**src/verilog/reset_seq_pkg.sv**
```systemverilog
/*
 * Constants and types for the on-chip reset sequencer:
 * start-up delay, program counter widths, reset-cause flag values, states.
 * Assumes a single 100 MHz clock that stands for the private RC oscillator.
 */
package reset_seq_pkg;

    // clock rate of the private timing source
    localparam int unsigned CLK_FREQ_KHZ = 100000;
    // nominal start-up delay in milliseconds
    localparam int unsigned STARTUP_DELAY_MS = 18;
    // nominal delay, so neither rounded up nor down
    localparam int unsigned STARTUP_DELAY_CYCLES = STARTUP_DELAY_MS * CLK_FREQ_KHZ;

    // program counter widths per memory size
    localparam int unsigned PC_W_512 = 9;
    localparam int unsigned PC_W_1K = 10;
    localparam int unsigned PC_W_2K = 11;
    localparam int unsigned PC_W_MAX = PC_W_2K;

    // flag values after power-on
    localparam logic TIMEOUT_FLAG_POR = 1'b1;
    localparam logic POWERDOWN_FLAG_POR = 1'b1;

    typedef enum logic [2:0] {
        ST_HOLD = 3'b001,
        ST_COUNT = 3'b010,
        ST_RUN = 3'b100
    } seq_state_t;

endpackage

```
**src/verilog/power_on_reset_start_timer.sv**
```systemverilog
/*
 * Power-on reset latch, start-up delay timer, reset-cause flags and the
 * program counter reset/wrap behaviour of a small microcontroller core.
 * Assumes all inputs are synchronous to ref_clk_in; reset_in marks power
 * appearing; the core drives the pc stepping and sleep/instruction strobes.
 */
`timescale 1ns/1ps
`default_nettype none

module power_on_reset_start_timer
    import reset_seq_pkg::*;
#(
    parameter int unsigned PC_W = reset_seq_pkg::PC_W_512,
    parameter int unsigned DELAY_LIMIT = reset_seq_pkg::STARTUP_DELAY_CYCLES
) (
    input wire logic ref_clk_in,
    input wire logic reset_in,
    input wire logic external_clear_n_in,
    input wire logic watchdog_timeout_source_in,
    input wire logic core_sleep_in,
    input wire logic sleep_exec_in,
    input wire logic clrwdt_exec_in,
    input wire logic pc_advance_in,
    input wire logic pc_load_in,
    input wire logic [reset_seq_pkg::PC_W_MAX-1:0] pc_load_addr_in,
    output logic core_reset_out,
    output logic timeout_flag_out,
    output logic powerdown_flag_out,
    output logic [PC_W-1:0] pc_out
);
    import reset_seq_pkg::*;

    localparam int unsigned CNT_W = $clog2(DELAY_LIMIT + 1);
    localparam logic [CNT_W-1:0] CNT_LAST = CNT_W'(DELAY_LIMIT - 1);

    // one decode shared by the sequencer, the flags and the pc
    function automatic logic is_running(input seq_state_t st);
        return st == ST_RUN;
    endfunction
    // reset vector: top of the implemented program space
    localparam logic [PC_W-1:0] RESET_VECTOR = {PC_W{1'b1}};

    ////////////////////////////////////////////////////////////////////////
    // sequencer state and delay timer

    seq_state_t state;
    seq_state_t next_state;
    logic [CNT_W-1:0] delay_count;
    logic [CNT_W-1:0] next_delay_count;
    logic reset_latch;
    logic next_reset_latch;

    // ref_clk_in stands in for the private rc source, so the delay does not
    // depend on any main oscillator mode
    always_comb begin
        next_state = state;
        next_delay_count = delay_count;
        unique case (state)
            ST_HOLD: begin
                next_delay_count = '0;
                if (external_clear_n_in) begin
                    next_state = ST_COUNT;
                end
            end
            ST_COUNT: begin
                if (!external_clear_n_in) begin
                    next_state = ST_HOLD;
                    next_delay_count = '0;
                end else if (watchdog_timeout_source_in) begin
                    next_delay_count = '0;
                end else if (delay_count == CNT_LAST) begin
                    next_state = ST_RUN;
                    next_delay_count = '0;
                end else begin
                    next_delay_count = delay_count + 1'b1;
                end
            end
            ST_RUN: begin
                if (!external_clear_n_in) begin
                    next_state = ST_HOLD;
                end else if (watchdog_timeout_source_in) begin
                    next_state = ST_COUNT;
                end
                next_delay_count = '0;
            end
            default: begin
                next_state = ST_HOLD;
                next_delay_count = '0;
            end
        endcase
        // the latch mirrors the sequencer so the core never runs early
        next_reset_latch = !is_running(next_state);
    end

    // only reset_in (power appearing) forces the latch; there is no supply
    // monitor, so a dip must be handled through the clear pin
    always_ff @(posedge ref_clk_in) begin
        if (reset_in) begin
            state <= ST_HOLD;
            delay_count <= '0;
            reset_latch <= 1'b1;
        end else begin
            state <= next_state;
            delay_count <= next_delay_count;
            reset_latch <= next_reset_latch;
        end
    end

    assign core_reset_out = reset_latch;

    ////////////////////////////////////////////////////////////////////////
    // reset-cause flags

    logic timeout_flag;
    logic powerdown_flag;
    logic next_timeout_flag;
    logic next_powerdown_flag;

    // reset events outrank the instruction strobes in the same cycle
    always_comb begin
        next_timeout_flag = timeout_flag;
        next_powerdown_flag = powerdown_flag;
        if (is_running(state) && !external_clear_n_in) begin
            // awake: a clear-pin reset leaves both flags as they were
            if (core_sleep_in) begin
                next_timeout_flag = 1'b1;
                next_powerdown_flag = 1'b0;
            end
        end else if (state != ST_HOLD && watchdog_timeout_source_in) begin
            next_timeout_flag = 1'b0;
            next_powerdown_flag = !core_sleep_in;
        end else if (is_running(state) && clrwdt_exec_in) begin
            next_timeout_flag = 1'b1;
            next_powerdown_flag = 1'b1;
        end else if (is_running(state) && sleep_exec_in) begin
            next_timeout_flag = 1'b1;
            next_powerdown_flag = 1'b0;
        end
    end

    always_ff @(posedge ref_clk_in) begin
        if (reset_in) begin
            timeout_flag <= TIMEOUT_FLAG_POR;
            powerdown_flag <= POWERDOWN_FLAG_POR;
        end else begin
            timeout_flag <= next_timeout_flag;
            powerdown_flag <= next_powerdown_flag;
        end
    end

    assign timeout_flag_out = timeout_flag;
    assign powerdown_flag_out = powerdown_flag;

    ////////////////////////////////////////////////////////////////////////
    // program counter

    logic [PC_W-1:0] pc;
    logic [PC_W-1:0] next_pc;

    always_comb begin
        next_pc = pc;
        if (!is_running(next_state)) begin
            // held at the vector, so every release starts there
            next_pc = RESET_VECTOR;
        end else if (is_running(state) && pc_load_in) begin
            // upper address bits beyond memory are dropped
            next_pc = pc_load_addr_in[PC_W-1:0];
        end else if (is_running(state) && pc_advance_in) begin
            // natural overflow takes the vector to 000h
            next_pc = pc + 1'b1;
        end
    end

    always_ff @(posedge ref_clk_in) begin
        if (reset_in) begin
            pc <= RESET_VECTOR;
        end else begin
            pc <= next_pc;
        end
    end

    assign pc_out = pc;
endmodule
`default_nettype wire

```
**config.mk**
```make
export PLATFORM = sky130hd
export DESIGN_NAME = power_on_reset_start_timer
export DESIGN_NICKNAME = d
export VERILOG_FILES = /design/src/verilog/reset_seq_pkg.sv /design/src/verilog/power_on_reset_start_timer.sv
export SDC_FILE = /design/constraint.sdc
export NUM_CORES = 1
export LEC_CHECK = 0
export ABC_AREA = 1
export BUFFER_PORTS_ARGS = -buffer_cell sky130_fd_sc_hd__buf_4
export CORE_AREA = 2 2 64 66
export CTS_BUF_LIST = sky130_fd_sc_hd__clkbuf_4
export DETAILED_ROUTE_END_ITERATION = 6
export DIE_AREA = 0 0 66 68
export MAX_ROUTING_LAYER = met4
export PLACE_DENSITY = 0.76
export SETUP_SLACK_MARGIN = 0.02
export SLEW_MARGIN = 40
export SYNTH_ARGS = -nofsm -noshare
export SYNTH_HDL_FRONTEND = slang
export SYNTH_SLANG_ARGS = --single-unit
```
**constraint.sdc**
```tcl
create_clock -name ref_clk_in -period 1.6 [get_ports ref_clk_in]
set_input_delay 0.16 -clock ref_clk_in [delete_from_list [all_inputs] [get_ports ref_clk_in]]
set_output_delay 0.16 -clock ref_clk_in [all_outputs]
set_load 0.02 [all_outputs]
```
==> impl_metrics.json <==
{
  "hold_path_class": "primary input to register",
  "synth_adder_area_share": 0.01301,
  "ios": 32,
  "ys_seq_area_frac": 0.3748,
  "drv_slew": 0,
  "fmax_mhz": 668.1,
  "drtPass1Iterations": 4,
  "path_depth": 6,
  "grt_first_pass_wirelength_um": 7065,
  "async_reset_ff_frac": 0,
  "max_stage_delay_ns": 0.41,
  "synth_top_cell_area_share": 0.3748,
  "holdPathStages": 2,
  "synth_area_mm2": 0.001923,
  "n_antenna_cell": 0,
  "top_layer": "met4",
  "syn_nets": 297,
  "postLayoutCoreUtil": 0.6596,
  "synth-simple-area-share": 0.3604,
  "crit_type": "register to register",
  "cp.required_ns": 1.88,
  "synth_area_per_cell_um2": 6.993,
  "drt_iter0_drc": 132,
  "ff2ff_path_depth": 6,
  "worstSkewPairLatency_ns": 0.35,
  "grt_max_degree": 13,
  "worst_pin_slew_ns": 0.4509,
  "grt_pass1_vias": 1651,
  "clkPwrFrac": 0.396,
  "fp.coreArea_mm2": 0.003856,
  "switchingPower_w": 0.0003694,
  "max-slew-margin-rel": 0.6971,
  "crit_chain": "nor3_1, nand2_2, a21oi_4, buf_6, o21ai_0, a21oi_1",
  "rsz0062_at_grt": "true",
  "tns_ns": 0,
  "finalCritPeriodShare": 0.9355,
  "root_buffer": "clkbuf_4",
  "cp_max_fo": 5,
  "drv_cap": 0,
  "layout.nets": 353,
  "antenna_left": 0,
  "place_congestion": 0.8556,
  "power.density_mw_per_mm2": 645.9,
  "htree_levels": 2,
  "stdcell_count": 382,
  "ys_warn_count": 0,
  "hold_viol": 0,
  "layout-drive-gt1-share": 0.3313,
  "numCtsBuffers": 5,
  "synth_compound_area_frac": 0.1295,
  "cpLargestDelayFamily": "simple AND/OR/NAND/NOR gates",
  "path_clk_slew_ns": 0.12,
  "synth_edf_count": 0,
  "die_y_um": 68,
  "synth_ff_type": "dfxtp_1",
  "critPathLaunchType": "register",
  "dp_cells": 369,
  "synthMuxAreaShare": 0,
  "vias": 1954,
  "seqPwrFrac": 0.552,
  "ys_ff_latch": 36,
  "final.min_clock_period_ns": 1.497,
  "std_cell_rows": 23,
  "die_width_um": 66,
  "peakVddDrop_uv": 371.1,
  "synth_cell_types": 32,
  "grt_overflow": 0,
  "fin_skew_ns": 0.01382,
  "cp.buffers_inverters": 1,
  "grt_usage": 0.2083,
  "vias_per_cell": 5.115,
  "switching_share": 0.2248,
  "io_buffers": 29,
  "cts.path.max_buffers": 2,
  "drt-total-wl_um": 4459,
  "cts.sinks": 36,
  "intPower_w": 0.001274,
  "dp.final_hpwl_um": 3078,
  "post_drt_wl_per_cell_um": 11.67,
  "cellLeakagePower_nw": 1.139,
  "drc": 0,
  "share_comb_of_total_power": 0.052,
  "timing.hold.ws_ns": 0.03640,
  "ys_top_cells_by_area": "dfxtp_1 37%, nand2_1 12%, inv_1 7.2%, nand3_1 5.7%, o21ai_0 5.2%",
  "synth_most_common_cell": "nand2_1",
  "netlist.top_cell.by_area": "dfxtp_1",
  "end_kind": "register",
  "syn_inst": 275,
  "antenna_found_initial": 0,
  "synthXorXnorAreaFrac": 0.02733,
  "outcome": "finished clean",
  "synth_common_cells": "61 x nand2_1, 37 x inv_1, 36 x dfxtp_1",
  "wl_met3_um": 156,
  "initial_utilization": 0.4987,
  "dr_wl_met2_um": 2197,
  "setup-violations-final": 0,
  "synthToLayoutAreaGrowth_pct": 32.27,
  "cts_tree": "yes",
  "synth_top_family_by_area": "simple AND/OR/NAND/NOR gates",
  "crit_path_top_delay_cell": "nor3_1",
  "crit_arrival_ns": 1.77,
  "wl_met1_um": 2044,
  "dieArea_mm2": 0.004488
}
-- final timing paths --
path                  startpoint         endpoint  slack [ns]
max                     state[0]  delay_count[10]        0.10
min reg2reg      delay_count[12]  delay_count[12]        0.47
min          external_clear_n_in         state[0]        0.04
max reg2reg             state[0]  delay_count[10]        0.10
-- layer usage --
| metal | vias to the layer above | track usage |
|---|---|---|
| met1 | 907 | 0.2611 |
| met4 | 0 | 0.07143 |
| met5 | - | - |
| li1 | 1006 | - |
| met2 | 36 | 0.3295 |
| met3 | 5 | 0.05263 |
-- state kept, by name, summed over array words and instances (netlist names) --
signal	cells
powerdown_flag_out	1
delay_count	21
pc_out	9
timeout_flag_out	1
state	3
core_reset_out	1
-- final cells by class --
cell class / count / area (um2)
Clock buffer: 5 / 37.54
Clock inverter: 3 / 42.54
Fill cell: 343 / 1313
Inverter: 43 / 171.4
Multi-Input combinational cell: 194 / 1097
Sequential cell: 36 / 733.2
Tap cell: 50 / 62.56
Timing Repair Buffer: 51 / 399.1
-- timing repair --
action,4_1_cts,5_1_grt
hold buffers,1,0
buffers inserted,1,2
gates cloned,0,1
endpoints found under the hold margin,1,0
pin swaps,1,9
setup endpoints to repair,7,31
gates resized for setup,1,35
-- through the flow --
step	power [W]	setup slack, ns	area (um2)
global route	0.001712	-0.01897	2544
detailed placement	0.001010	0.01028	2315
global placement	0.001008	0.03112	2315
floorplan	0.0009578	0.04812	1923
finish	0.001643	0.1031	2544
CTS	0.001660	-0.005796	2430
-- power groups by stage --
stage                     Clock [W]  Combinational (W)  Sequential [W]
after detailed placement          0          0.0000818        0.000928
after CTS                  0.000669          0.0000841        0.000908
after global routing       0.000710          0.0000943        0.000908
after floorplan                   0          0.0000263        0.000932
after global placement            0          0.0000806        0.000927
final                      0.000651          0.0000854        0.000907
-- cells by family after synthesis --
logic type	after synthesis
AOI/OAI and AO/OA	40
adders and majority gates	2
buffers and inverters	45
and+or+nand+nor	146
DFF	36
xor gates and xnor gates	6
-- placed cells by master, fill, tap and decap left out, drive strengths merged --
master and instances:
a21oi 12, ha 2, nand4 11, clkinv 2, dlygate4sd3 1, clkinvlp 1
xor2 3, clkbuf 5, o21bai 1, nand3 22, bufinv 1, or2 3
nor3 7, inv 42, xnor2 3, o211ai 3, nand3b 2, o31ai 2
buf 50, nor3b 2, o21ai 22, dfxtp 36, nand2 65, nor2 34
(Power assumes the default switching activity.)
